<file path="config.mk">
export PLATFORM = sky130hd
export DESIGN_NAME = pcc_pwm_cycle_config
export DESIGN_NICKNAME = d
export VERILOG_FILES = /design/src/pcc_pkg.sv /design/src/pcc_ovf_detect.sv /design/src/pcc_pwm_cycle_config.sv
export SDC_FILE = /design/constraint.sdc
export NUM_CORES = 1
export LEC_CHECK = 0
export BUFFER_PORTS_ARGS = -buffer_cell sky130_fd_sc_hd__buf_2
export CAP_MARGIN = 20
export CORE_AREA = 4 4 109 111
export CTS_BUF_LIST = sky130_fd_sc_hd__clkbuf_16
export DETAILED_ROUTE_END_ITERATION = 8
export DIE_AREA = 0 0 113 115
export GPL_ROUTABILITY_DRIVEN = 0
export PLACE_DENSITY = 0.94
export SLEW_MARGIN = 10
export SYNTH_ARGS = -nofsm -noshare
export SYNTH_HDL_FRONTEND = slang
export SYNTH_SLANG_ARGS = --single-unit
</file>
<file path="constraint.sdc">
create_clock -name ref_clk_i -period 5.9 [get_ports ref_clk_i]
set_clock_uncertainty 0.05 [all_clocks]
set_input_delay 0.885 -clock ref_clk_i [delete_from_list [all_inputs] [get_ports ref_clk_i]]
set_output_delay 0.885 -clock ref_clk_i [all_outputs]
set_load 0.02 [all_outputs]
</file>
<file path="src/pcc_pkg.sv">
package pcc_pkg;

  // ---------------------------------------------------------------------
  // register map
  // ---------------------------------------------------------------------
  localparam logic [7:0] ADDR_PWM_CYCLE_CONFIG = 8'ha1; // config register
  localparam logic [7:0] RST_PWM_CYCLE_CONFIG  = 8'h00; // reset value
  localparam int         NUM_CH                = 3;     // channel count

  // compare high / low addresses per channel
  localparam logic [7:0] ADDR_CMP_LOW  [NUM_CH] = '{8'hfb, 8'he9, 8'heb};
  localparam logic [7:0] ADDR_CMP_HIGH [NUM_CH] = '{8'hfc, 8'hea, 8'hec};

  // ---------------------------------------------------------------------
  // field positions
  // ---------------------------------------------------------------------
  localparam int BIT_RELOAD_VIEW = 7; // reload_view_select
  localparam int BIT_OVF_IRQ_EN  = 6; // cycle_overflow_irq_enable
  localparam int BIT_OVF_FLAG    = 5; // cycle_overflow_flag
  localparam int BIT_LEN_MSB     = 1; // cycle_length_select msb
  localparam int BIT_LEN_LSB     = 0; // cycle_length_select lsb

  // ---------------------------------------------------------------------
  // cycle lengths
  // ---------------------------------------------------------------------
  localparam logic [1:0] LEN_8  = 2'h0;
  localparam logic [1:0] LEN_9  = 2'h1;
  localparam logic [1:0] LEN_10 = 2'h2;
  localparam logic [1:0] LEN_11 = 2'h3;
  localparam logic [4:0] BITS_BASE = 5'h08; // bits for code 00
  localparam logic [4:0] BITS_WIDE = 5'h10; // 16-bit pwm cycle

  // number of cycle bits for a length code
  function automatic logic [4:0] len_bits(input logic [1:0] code);
    len_bits = BITS_BASE + {3'h0, code};
  endfunction

endpackage

</file>
<file path="src/pcc_ovf_detect.sv">
`timescale 1ns/10ps
// ---------------------------------------------------------------------
// cycle overflow detector
// ---------------------------------------------------------------------
module pcc_ovf_detect
  import pcc_pkg::*;
#(
  parameter int CNT_W = 16
) (
  input  wire logic             ref_clk_i,  // system clock
  input  wire logic             rst_n_i,    // async reset, low
  input  wire logic [CNT_W-1:0] counter_i,  // main_array_counter value
  input  wire logic             tick_i,     // counter advances this cycle
  input  wire logic [1:0]       len_sel_i,  // cycle_length_select
  output logic                  ovf_o       // one-cycle overflow pulse
);

  typedef struct packed {
    logic ovf; // registered pulse
  } pcc_ovf_s;

  pcc_ovf_s st_ff;
  pcc_ovf_s nxt_st;

  // ---------------------------------------------------------------------
  // detect carry out of the selected bit
  // ---------------------------------------------------------------------
  // carry leaves bit n-1 when bits n-1..0 are all ones and the count steps
  always_comb begin
    logic [CNT_W-1:0] mask;
    mask = '0;
    case (len_sel_i)
      LEN_8:   mask = CNT_W'(16'h00ff);
      LEN_9:   mask = CNT_W'(16'h01ff);
      LEN_10:  mask = CNT_W'(16'h03ff);
      LEN_11:  mask = CNT_W'(16'h07ff);
      default: mask = CNT_W'(16'h00ff);
    endcase
    nxt_st.ovf = tick_i && ((counter_i & mask) == mask);
  end

  // state register
  always_ff @(posedge ref_clk_i or negedge rst_n_i) begin
    if (!rst_n_i) begin
      st_ff <= '0;
    end else begin
      st_ff <= nxt_st;
    end
  end

  assign ovf_o = st_ff.ovf;

endmodule // pcc_ovf_detect

</file>
<file path="src/pcc_pwm_cycle_config.sv">
`timescale 1ns/10ps
// ---------------------------------------------------------------------
// pwm cycle length configuration and auto-reload register set
// ---------------------------------------------------------------------
module pcc_pwm_cycle_config
  import pcc_pkg::*;
#(
  parameter int NCH   = NUM_CH, // pwm channels
  parameter int CNT_W = 16      // main counter width
) (
  input  wire logic                  ref_clk_i,         // system clock
  input  wire logic                  rst_n_i,           // async reset, low
  // special function register port
  input  wire logic [7:0]            sfr_addr_i,        // register address
  input  wire logic                  sfr_wr_i,          // write strobe
  input  wire logic                  sfr_rd_i,          // read strobe
  input  wire logic [7:0]            sfr_wdata_i,       // write data
  output logic [7:0]                 sfr_rdata_o,       // read data, +1 cyc
  // normal capture/compare registers, outside this block
  input  wire logic [7:0]            cap_rdata_i,       // addressed byte
  output logic                       cap_wr_o,          // forwarded write
  output logic [7:0]                 cap_addr_o,        // forwarded address
  output logic [7:0]                 cap_wdata_o,       // forwarded data
  // counter and channel modes
  input  wire logic [CNT_W-1:0]      counter_i,         // main counter
  input  wire logic                  tick_i,            // counter steps
  input  wire logic [NCH-1:0]        pwm_mode_i,        // channel in pwm
  input  wire logic [NCH-1:0]        wide_pwm_select_i, // channel 16-bit
  // results
  output logic [NCH-1:0][4:0]        chan_bits_o,       // cycle bits used
  output logic [NCH-1:0]             reload_load_o,     // load reload now
  output logic [NCH-1:0][10:0]       reload_value_o,    // reload compare
  output logic                       cycle_overflow_o,  // overflow pulse
  output logic                       irq_o              // interrupt request
);

  // ---------------------------------------------------------------------
  // state
  // ---------------------------------------------------------------------
  // every register of the block except the detector's sits in one struct, so reset and
  // update stay in a single pair of processes
  typedef struct packed {
    logic                  view;     // reload_view_select
    logic                  irq_en;   // cycle_overflow_irq_enable
    logic                  flag;     // cycle_overflow_flag
    logic [1:0]            len_sel;  // cycle_length_select
    logic [NCH-1:0][7:0]   rl_hi;    // reload high bytes
    logic [NCH-1:0][7:0]   rl_lo;    // reload low bytes
    logic [7:0]            rdata;    // read data
    logic                  cap_wr;   // forwarded write pulse
    logic [7:0]            cap_addr; // forwarded address
    logic [7:0]            cap_wdata;// forwarded data
    logic [NCH-1:0][4:0]   bits;     // per-channel cycle bits
    logic [NCH-1:0]        load;     // reload pulses
    logic [NCH-1:0][10:0]  rl_val;   // reload value out
    logic                  ovf;      // overflow pulse out
    logic                  irq;      // interrupt out
  } pcc_state_s;

  pcc_state_s st_ff;  // registered state
  pcc_state_s nxt_st; // next state

  logic hw_ovf; // overflow pulse from detector

  // ---------------------------------------------------------------------
  // helpers
  // ---------------------------------------------------------------------
  // compare address decode, used for reads and writes
  function automatic logic [3:0] cmp_decode(input logic [7:0] addr);
    // {hit, high, channel[1:0]}
    // a miss leaves hit low; the channel field is then don't-care
    cmp_decode = 4'h0;
    for (int c = 0; c < NCH; c++) begin
      if (addr == ADDR_CMP_LOW[c]) begin
        cmp_decode = {2'b10, 2'(c)};
      end
      if (addr == ADDR_CMP_HIGH[c]) begin
        cmp_decode = {2'b11, 2'(c)};
      end
    end
  endfunction

  // config register image; unused bits always zero
  function automatic logic [7:0] cfg_image(input pcc_state_s s);
    cfg_image = 8'h00;
    cfg_image[BIT_RELOAD_VIEW] = s.view;
    cfg_image[BIT_OVF_IRQ_EN]  = s.irq_en;
    cfg_image[BIT_OVF_FLAG]    = s.flag;
    cfg_image[BIT_LEN_MSB:BIT_LEN_LSB] = s.len_sel;
  endfunction

  // ---------------------------------------------------------------------
  // overflow detector
  // ---------------------------------------------------------------------
  // the detector reads the registered length, so a new length takes
  // effect from the cycle after the config write
  pcc_ovf_detect #(
    .CNT_W (CNT_W)
  ) u_ovf (
    .ref_clk_i (ref_clk_i),
    .rst_n_i   (rst_n_i),
    .counter_i (counter_i),
    .tick_i    (tick_i),
    .len_sel_i (st_ff.len_sel),
    .ovf_o     (hw_ovf)
  );

  // ---------------------------------------------------------------------
  // next state
  // ---------------------------------------------------------------------
  // one pass decides every field; the default holds the state and
  // drops the forwarded write pulse cap_wr
  always_comb begin
    logic [3:0]  dec;
    logic [1:0]  ch;
    logic        short_cyc;
    logic        cfg_wr;
    dec       = cmp_decode(sfr_addr_i);
    ch        = dec[1:0];
    short_cyc = 1'b0;
    cfg_wr    = sfr_wr_i && (sfr_addr_i == ADDR_PWM_CYCLE_CONFIG);
    nxt_st    = st_ff;
    nxt_st.cap_wr = 1'b0;

    // config write; unused bits simply dropped
    if (cfg_wr) begin
      nxt_st.view    = sfr_wdata_i[BIT_RELOAD_VIEW];
      nxt_st.irq_en  = sfr_wdata_i[BIT_OVF_IRQ_EN];
      nxt_st.len_sel = sfr_wdata_i[BIT_LEN_MSB:BIT_LEN_LSB];
      nxt_st.flag    = sfr_wdata_i[BIT_OVF_FLAG];
    end
    // hardware set beats a same-cycle software clear
    // the flag is never cleared here, only by the write above
    if (hw_ovf) begin
      nxt_st.flag = 1'b1;
    end

    // compare address writes: reload set or forwarded
    // the view in force before this edge picks the target, so a view
    // change and a compare write in one cycle cannot mix
    if (sfr_wr_i && dec[3]) begin
      if (st_ff.view) begin
        if (dec[2]) begin
          nxt_st.rl_hi[ch] = sfr_wdata_i;
        end else begin
          nxt_st.rl_lo[ch] = sfr_wdata_i;
        end
      end else begin
        nxt_st.cap_wr    = 1'b1;
        nxt_st.cap_addr  = sfr_addr_i;
        nxt_st.cap_wdata = sfr_wdata_i;
      end
    end

    // read data, latched one cycle after the strobe
    // reads change only the read data and the forwarded address; the flag is not cleared by a read
    if (sfr_rd_i) begin
      if (sfr_addr_i == ADDR_PWM_CYCLE_CONFIG) begin
        nxt_st.rdata = cfg_image(st_ff);
      end else if (dec[3] && st_ff.view) begin
        nxt_st.rdata = dec[2] ? st_ff.rl_hi[ch] : st_ff.rl_lo[ch];
      end else if (dec[3]) begin
        nxt_st.rdata = cap_rdata_i;
      end else begin
        nxt_st.rdata = 8'h00; // unmapped reads zero
      end
    end
    // forward the read address so the compare file can answer
    if (sfr_rd_i && dec[3] && !st_ff.view) begin
      nxt_st.cap_addr = sfr_addr_i;
    end

    // per-channel cycle length and reload handling
    // length is reported even for channels not in pwm mode
    short_cyc = (st_ff.len_sel != LEN_8);
    for (int c = 0; c < NCH; c++) begin
      if (wide_pwm_select_i[c]) begin
        nxt_st.bits[c] = BITS_WIDE;
      end else begin
        nxt_st.bits[c] = len_bits(st_ff.len_sel);
      end
      // reload only for 9..11 bit pwm; zero and idle otherwise
      // only 11 bits reach a channel: the upper high-byte bits are
      // stored for read-back but never used
      if (pwm_mode_i[c] && !wide_pwm_select_i[c] && short_cyc) begin
        nxt_st.rl_val[c] = {st_ff.rl_hi[c][2:0], st_ff.rl_lo[c]};
        nxt_st.load[c]   = hw_ovf;
      end else begin
        nxt_st.rl_val[c] = 11'h000;
        nxt_st.load[c]   = 1'b0;
      end
    end

    nxt_st.ovf = hw_ovf;
    // level request while flag and enable both stand
    // limitation: a level, not a pulse; it falls only when software
    // clears the flag or the enable
    nxt_st.irq = nxt_st.flag && nxt_st.irq_en;
  end

  // ---------------------------------------------------------------------
  // state register
  // ---------------------------------------------------------------------
  always_ff @(posedge ref_clk_i or negedge rst_n_i) begin
    if (!rst_n_i) begin
      st_ff <= '0; // matches the all-zero register reset
    end else begin
      st_ff <= nxt_st;
    end
  end

  // outputs straight from flops
  // nothing is decoded on the way out, so each pin sees one flop
  assign sfr_rdata_o      = st_ff.rdata;
  assign cap_wr_o         = st_ff.cap_wr;
  assign cap_addr_o       = st_ff.cap_addr;
  assign cap_wdata_o      = st_ff.cap_wdata;
  assign chan_bits_o      = st_ff.bits;
  assign reload_load_o    = st_ff.load;
  assign reload_value_o   = st_ff.rl_val;
  assign cycle_overflow_o = st_ff.ovf;
  assign irq_o            = st_ff.irq;

endmodule // pcc_pwm_cycle_config

</file>
; After elaboration in Yosys (flattened, before gate mapping)
; Index checks and enable logic that the tools add are counted.
[word_totals]
in_bits = 51
out_inout_bits = 78
ff_bits = 132
wordCells = 100
[op_classes]
n_addsub = 1
n_eq_ne = 12
mux = 33
n_reduce_logical = 25
magnitude_cmp = 2
bitwise = 3
[ops]
columns = cell, n
row1 = $mux W8, 8
row2 = $pmux W16 S4, 1
row3 = $eq A8 B8 Y1 const B, 7
row4 = $bwmux W24, 2
row5 = $mux W17, 2
row6 = $mux W11, 3
row7 = $bmux W8 S2, 2
row8 = $mux W4, 7
row9 = $and A16 B16 Y16, 1
row10 = $demux W8 S2, 1
row11 = $eq A16 B16 Y1, 1
row12 = $mux W5, 3
row13 = $logic_and A1 B1 Y1, 14
row14 = $reduce_and A3 Y1, 2
row15 = $add A4 B2 Y5 const A, 1
row16 = $eq A2 B2 Y1 const B, 2
row17 = $logic_not A1 Y1, 4
row18 = $mux W1, 4
row19 = $reduce_and A2 Y1, 2
row20 = $reduce_bool A2 Y1, 2
row21 = $lt A2 B3 Y1 const B, 1
row22 = $eq A2 B1 Y1 const B, 1
row23 = $ge A2 B1 Y1 const B, 1
row24 = $logic_not A2 Y1, 1
row25 = other kinds (2), 3

; Longest topological paths before layout
; Gate-level depths: netlist of run 1.
[depth]
ltp_word = 12
mapped_depth = 8
mapped_depth_nobuf = 5

; Cells and area by module
; A second synthesis of run 1 with hierarchy kept.
[unflattened]
cells_unflattened = 490
hier_area_um2 = 5993.2
[by_module_without_submodules]
columns = mod, cells_per_inst, seq_area_each_um2, instances, area_each_um2
row1 = pcc_pwm_cycle_config, 481, 3203.1, 1, 5924.4
row2 = pcc_ovf_detect, 9, 25.0, 1, 68.8

; Least setup slack after synthesis of run 1
; OpenSTA, ideal clock, no wires.
[synth_path]
path_kind = input -> register
startpoint = input sfr_addr_i[4]
endpoint = register st_ff, in the netlist sfr_rdata_o[7]
arrival_time_ns = 2.587
setup_ns = 0.143
slack_ns = 3.119
n_path_buf = 2
cell_stages = 7
required_ns = 5.707
cell_sequence = buf_6 > or3b_1 > buf_2 > or4_1 > or3_1 > or3b_1 > o32ai_2
[synth_via]
elab_chain_len = 11
word_cells_on_any_way = 22
cone_classes = eq/ne (7) / mux (14) / reduce/logical (1)
[synth_lines]
columns = item, line_no
row1 = "start, declared", pcc_pwm_cycle_config.sv:14  ; input wire logic [7:0] sfr_addr_i,
row2 = $eq A8 B8 Y1, pcc_pwm_cycle_config.sv:77  ; if (addr == ADDR_CMP_HIGH[c]) begin
row3 = $mux W4, pcc_pwm_cycle_config.sv:77
row4 = $mux W4, pcc_pwm_cycle_config.sv:74  ; if (addr == ADDR_CMP_LOW[c]) begin
row5 = $mux W4, pcc_pwm_cycle_config.sv:77
row6 = $mux W4, pcc_pwm_cycle_config.sv:74
row7 = $mux W4, pcc_pwm_cycle_config.sv:77
row8 = $bmux W8 S2, pcc_pwm_cycle_config.sv:161  ; nxt_st.rdata = dec[2] ? st_ff.rl_hi[ch] : st_ff.rl_lo[ch];
row9 = $mux W8 (not written as such), pcc_pwm_cycle_config.sv:161
row10 = $mux W8, pcc_pwm_cycle_config.sv:161
row11 = $mux W8, pcc_pwm_cycle_config.sv:160  ; end else if (dec[3] && st_ff.view) begin
row12 = $mux W8 (*), pcc_pwm_cycle_config.sv:158  ; if (sfr_addr_i == ADDR_PWM_CYCLE_CONFIG) begin
row13 = "end signal, assigned", pcc_pwm_cycle_config.sv:208  ; st_ff <= nxt_st;
row14 = "end, declared", pcc_pwm_cycle_config.sv:60  ; pcc_state_s st_ff;
; Every way passes the cells marked *; elsewhere a longest branch is shown, timed or not. The select of a mux whose other input is x is not followed.
; A chain may end at the register's enable or synchronous reset.

; Final worst setup path of run 1
[layout_path]
startpoint = input sfr_addr_i[3]
endpoint = register st_ff, in the netlist cap_wdata_o[1]
[layout_via]
elab_chain_len = 9
word_cells_on_any_way = 14
cone_classes = eq/ne (6) / mux (6) / reduce/logical (2)
[layout_lines]
columns = item, line_no
row1 = $eq A8 B8 Y1, pcc_pwm_cycle_config.sv:74
row2 = $mux W4, pcc_pwm_cycle_config.sv:74
row3 = $mux W4, pcc_pwm_cycle_config.sv:77
row4 = $mux W4, pcc_pwm_cycle_config.sv:74
row5 = $mux W4, pcc_pwm_cycle_config.sv:77
row6 = $mux W4, pcc_pwm_cycle_config.sv:74
row7 = $mux W4 (*), pcc_pwm_cycle_config.sv:77
row8 = $logic_and A1 B1 Y1 (*), pcc_pwm_cycle_config.sv:141  ; if (sfr_wr_i && dec[3]) begin
row9 = $reduce_and A2 Y1 (no source line) (*), n/a
; Every way passes the cells marked *; elsewhere a longest branch is shown, timed or not.

==> results of run 1 <==
[metrics by stage]
stage | utilization (%) | instance area, um2 | hold slack [ns] | power [mW]
final | 65.4 | 7060 | 0.406 | 2.26
after global routing | 65.4 | 7060 | 0.425 | 2.33
after CTS | 65.2 | 7040 | 0.404 | 2.26
after detailed placement | 59.4 | 6410 | 0.390 | 1.14
after global placement | 59.4 | 6410 | 0.380 | 1.14
after floorplan | - | 6310 | 0.341 | 1.10
[power by group through the flow]
stage	Clock (mW)	Sequential, mW	Combinational, mW
after floorplan	0	0.946	0.153
after global placement	0	0.947	0.190
after detailed placement	0	0.949	0.195
after CTS	1.12	0.935	0.200
after global routing	1.17	0.939	0.216
final	1.12	0.936	0.201
[worst max-delay path: stages]
cell and delay, ns:
buf_2 0.14, nand4_1 0.65, a21o_1 0.45, nor3_1 0.62, and2_1 0.55, mux2_2 0.41
[cell usage after synthesis, types with 2 or more instances]
library cell	number
dfrtp_1	129
buf_4	76
mux2_2	65
and2_1	37
nor2_1	34
nand2_1	29
o21ai_0	26
clkbuf_1	20
inv_1	15
nor4_1	10
a2111oi_0	9
a21oi_1	9
nand4_1	9
nor2b_1	9
nand2b_1	8
o22ai_1	7
a21boi_0	6
a22oi_1	5
a31oi_1	5
nor3_1	5
or3b_1	5
a221oi_1	4
nor3b_1	4
o2111ai_1	4
o41ai_1	4
or2_2	4
buf_6	3
o311ai_0	3
or3_1	3
a211oi_1	2
a221o_1	2
buf_2	2
o2bb2ai_1	2
or4_1	2
[cell families after synthesis]
logic type	Yosys count
compound gates	92
buf+inv	118
other cells	1
flops	129
mux	66
simple gates	166
[per-layer routing]
metal  wire, um  track usage, %  vias to the layer above
met3       1470            6.42                      122
li1           -               -                     2023
met5          0               0                        -
met2       8260            43.1                      373
met4       1050            13.9                        0
met1       5810            29.8                     2353
[flip-flops by register name, indices dropped and copies added (netlist names)]
register and flops:
st_ff 53, cap_addr_o 8, reload_load_o 3, cap_wr_o 1, sfr_rdata_o 8, cycle_overflow_o 1
reload_value_o 33, chan_bits_o 12, cap_wdata_o 8, irq_o 1, u_ovf.ovf_o 1
[area by class of cell]
class                           count  area, um2  share of cell area [%]
Clock buffer                       17        425                    6.03
Tap cell                          140        175                    2.48
Multi-Input combinational cell    327       2330                    33.0
Sequential cell                   129       3230                    45.7
Inverter                           16       60.1                   0.851
Timing Repair Buffer              124        638                    9.04
Clock inverter                     15        204                    2.89
[path summary, 6_finish.rpt]
check,endpoint,cells after the start,slack (ns)
setup reg to reg,cap_wdata_o[1],3,3.61
hold reg to reg,cycle_overflow_o,0,0.41
hold / removal,cycle_overflow_o,0,0.41
max in group asynchronous,reload_value_o[22],2,3.97
setup / recovery,cap_wdata_o[1],6,2.43
min in group asynchronous,st_ff[130],1,0.47
==> run metrics, run 1 <==
fill cell count 714; post-synth top area share 51.3%; vias in the first global route 4826; Max Fanout on Critical Path 16; hold path startpoint u_ovf.ovf_o; HP Class flip-flop to flip-flop; worst path required time 6.14 ns; Worst Max-Slew Pin Slew between 1 and 1.5 ns; Clock power frac around half; Cell variety after synth just under 50; Post-Syn Area per Cell 11.0 um2; post-route ant nets 0; sequential share of power 41.5%; Pint between 1.5 and 2 mW; Post-CTS Hold Fix Bufs 0; XOR/XNOR share of the synthesized area 0%; Synth area leader dfrtp_1; post-CTS sizing 0; Post-synth EDFFs 0; placed instance count 735; Rows 38; setup TNS 0 ns; core footprint 10800 um2; Synth Area in Compound Gates 10.1%; ys async rst share 100%; total global-route track usage 25.4%; Critical Path Source sfr_addr_i[3]; Final Hold Viols 0; postcts setup bufs 0; commonest non-fill, non-tap cell in the layout dfrtp_1; Final min period 3.47 ns; vias per cell 6.34; Pre-Repair DR Iteration Count 7; overall die width 113 um; final slew viol count 0; FF-to-FF Start st_ff[130]; Sw Share about a quarter; Worst VDD drop 0.298 mV; status finished clean; f_max 0.288 GHz; die area 13000 um2; NumNets Final approximately 670; H-Tree Depth 4; largest family of logic cells by synthesized area simple AND/OR/NAND/NOR gates; Clock Tree Buf Depth 2; Chip Height between 100 and 150 um; Critical Path AT 3.71 ns; routed via count 4871; Layout area overhead 12.1%; switching power around 0.56 mW; Post-DP HPWL 10.3 mm; Num CTS Buffers 17; drt total wl 16.6 mm; final period utilization 58.8%; endpoint type of the worst setup path flip-flop; Slew HR 31.2%; most frequent cells in the layout dfrtp_1, buf_2, mux2_2; Leak Pwr 3.47 nW; global-route wire length before repair between 20 and 30 mm; Worst setup SP type primary input; mux share of post-synthesis cell area a little under an eighth; I/O pins about 130; Port Buf Inserts 120; Synth Area in Adders 0%; ys flop type dfrtp_1; post-synthesis sequential area ratio about half; RSZ-0062 raised after global routing no; DR WL/cell 21.6 um; fin cells 768; Crit Path Class primary input to flip-flop; DRC Markers 0; clock transition at the registers of the reported paths 0.06 ns; simple-gate area share of the yosys netlist 14.8%; Starting Density 58.4%; Synth Warn # 0; register bit total from synthesis 129; initial antenna violation count 0; share of cells above drive strength 1 36.6%; # setup viols final 0; clock sinks 129; diode count 0; clock latency on the worst-skew pair 0.41 ns; top cells by area, synth dfrtp_1, mux2_2, buf_4; Synth Cell Area roughly 6300 um2; largest net degree at the start of global routing 75; combinational share of power 8.9%; GR Overflow Total 0; Cells after Synth 572; TritonCTS clock tree done; max capacitance violation total 0; CTS root buf clkbuf_16; First DRT Iteration DRCs 891; DP Worst Slack 2.20 ns; Setup WS post-layout approximately 2.4 ns; PwrDens between 300 and 400 nW/um2
No activity file was read; power rests on OpenSTA's default activity.
==> run 2: changes to the inputs <==
--- a/config.mk
+++ b/config.mk
@@ -7,12 +7,12 @@
 export LEC_CHECK = 0
 export BUFFER_PORTS_ARGS = -buffer_cell sky130_fd_sc_hd__buf_2
 export CAP_MARGIN = 20
-export CORE_AREA = 4 4 109 111
+export CORE_AREA = 4 4 118 120
 export CTS_BUF_LIST = sky130_fd_sc_hd__clkbuf_16
 export DETAILED_ROUTE_END_ITERATION = 8
-export DIE_AREA = 0 0 113 115
+export DIE_AREA = 0 0 122 124
 export GPL_ROUTABILITY_DRIVEN = 0
-export PLACE_DENSITY = 0.94
+export PLACE_DENSITY = 0.86
 export SLEW_MARGIN = 10
 export SYNTH_ARGS = -nofsm -noshare
 export SYNTH_HDL_FRONTEND = slang
==> constraint.sdc (replaced) <==
create_clock -name ref_clk_i -period 3.1 [get_ports ref_clk_i]
set_clock_uncertainty 0.05 [all_clocks]
set_input_delay 0.465 -clock ref_clk_i [delete_from_list [all_inputs] [get_ports ref_clk_i]]
set_output_delay 0.465 -clock ref_clk_i [all_outputs]
set_load 0.02 [all_outputs]
==> run 2 against run 1 <==
Compared with the run above: critical path depth fell by 1; largest power group unchanged; clock-buffer cell count did not move; sequential share of layout area fell by 0.84 points; wire length fell by 10%; sequential power rose by 90%; non-clock buffer count rose by 17; clock power rose by 77%; register-to-register slack got worse by 2.8 ns; final area rose by 1.9%; first-iteration DRC count fell by 57%; cell count rose by 7.2%; combinational power rose by 90%.
==> run metrics, run 2 (synthesized netlist as in run 1, its figures left out) <==
PwrDens 575 nW/um2; Layout area overhead 14.2%; met1 Use GR 26.2%; clock sinks 129; FF-to-FF Start st_ff[130]; initial antenna violation count 2; largest net degree at the start of global routing 53; post-CTS sizing 0; met3 track demand over resource under 10%; FF-to-FF setup slack approximately 0.82 ns; cells traversed along the worst timing path buf_2, nand4_1, or4_1, nor3b_4, mux2_2; most frequent cells in the layout dfrtp_1, buf_2, mux2_2; H-Tree Depth 4; Max Fanout on Critical Path 9; share of cells above drive strength 1 38.0%; max capacitance violation total 0; Num CTS Buffers 17; Worst Reg-to-Reg Cells 4; final slew viol count 0; First DRT Iteration DRCs between 300 and 400; Rows 42; TritonCTS clock tree done; Slew HR between 40 and 50%; Worst setup SP type primary input; Starting Density 48.5%; busiest grt layer met2; Largest Register st_ff; status finished clean; Port Buf Inserts 120; total global-route track usage 20.6%; Crit Path Class primary input to flip-flop; Worst Max-Slew Pin Slew 0.863 ns; fin cells 823; postcts setup bufs 0; Final Hold Viols 0; Leak Pwr between 3 and 4 nW; Critical Path Source sfr_addr_i[3]; f_max about 0.42 GHz; Post-CTS Hold Fix Bufs 0; final period utilization 76.5%; RSZ-0062 raised after global routing no; HP Class primary input to async pin; Top delay family on crit path simple AND/OR/NAND/NOR gates; Post-DP HPWL 10.9 mm; Clock Tree Buf Depth 2; GR Overflow Total 0; post-route ant nets 0; setup TNS 0 ns; clock latency on the worst-skew pair 0.41 ns; CTS root buf clkbuf_16; Final min period 2.37 ns; global-route wire length before repair 23.8 mm; clock transition at the registers of the reported paths 0.06 ns; vias in the first global route approximately 4600; max incr delay on CP 0.74 ns; Crit path depth 5; CP max stage cell or4_1; Global Route met2 Usage 33.7%; overall die width 122 um; I/O pins 129; worst reg2reg path endpoint st_ff[100]; die area about 15000 um2; max reg flops 53; # setup viols final 0; Worst Setup EP st_ff[100]; DRC Markers 0; Critical Path AT between 2 and 3 ns; core footprint 13000 um2; DR WL/cell around 18 um; Pre-Repair DR Iteration Count 5; drt total wl around 15 mm; commonest non-fill, non-tap cell in the layout dfrtp_1; endpoint type of the worst setup path flip-flop; routed via count about 4600; placed instance count 789; worst path bufs/invs 1; worst path required time about 3.3 ns; NumNets Final roughly 680; vias per cell roughly 5.6; Chip Height 124 um; Worst VDD drop 0.314 mV
-- run 2: worst min path at each step --
stage | end | slack (ns) | cells past startpoint
after floorplan | cap_addr_o[0] | 0.12 | 0
after global placement | cycle_overflow_o | 0.38 | 0
after detailed placement | cap_addr_o[7] | 0.40 | 1
after CTS | reload_value_o[29] | 0.04 | 1
after global routing | reload_value_o[0] | 0.07 | 1
final | reload_value_o[0] | 0.02 | 1
-- run 2: worst register-to-register path, cell delays in order, from the launching register on --
cell     delay, ns
dfrtp_1       0.46
nand2_1       0.17
or4_1         0.58
nor3b_4       0.48
mux2_2        0.41
-- run 2: area by class of cell --
class	count	area, um2
fillers	1069	5790
clock inverters	15	168
well taps	176	220
repair buffers	141	761
multi-input cells	327	2320
diodes	2	5.00
inverters	16	60.1
flip-flops and latches	129	3230
clock buffers	17	425
-- run 2: where the power goes --
| group | internal [mW] | leakage (nW) | switching, mW |
|---|---|---|---|
| logic | 0.132 | 1.53 | 0.250 |
| clock network | 1.26 | 0.292 | 0.723 |
| registers | 1.75 | 1.72 | 0.0286 |
-- run 2: per-stage QoR --
stage	area (um2)	utilization, %	hold slack, ns	setup WS [ns]	total power [mW]
finish	7190	55.4	0.0236	0.728	4.14
global route	7190	55.4	0.0735	0.664	4.29
CTS	7190	55.4	0.0378	0.796	4.18
detailed placement	6590	50.8	0.400	0.375	2.19
global placement	6590	50.8	0.379	0.464	2.18
floorplan	6310	-	0.119	0.739	2.09
-- run 2: routing by layer --
| metal | share of wire (%) | vias up |
|---|---|---|
| met4 | 1.8 | 0 |
| met5 | 0 | - |
| met2 | 49 | 212 |
| met3 | 8.0 | 30 |
| li1 | - | 2062 |
| met1 | 41 | 2264 |
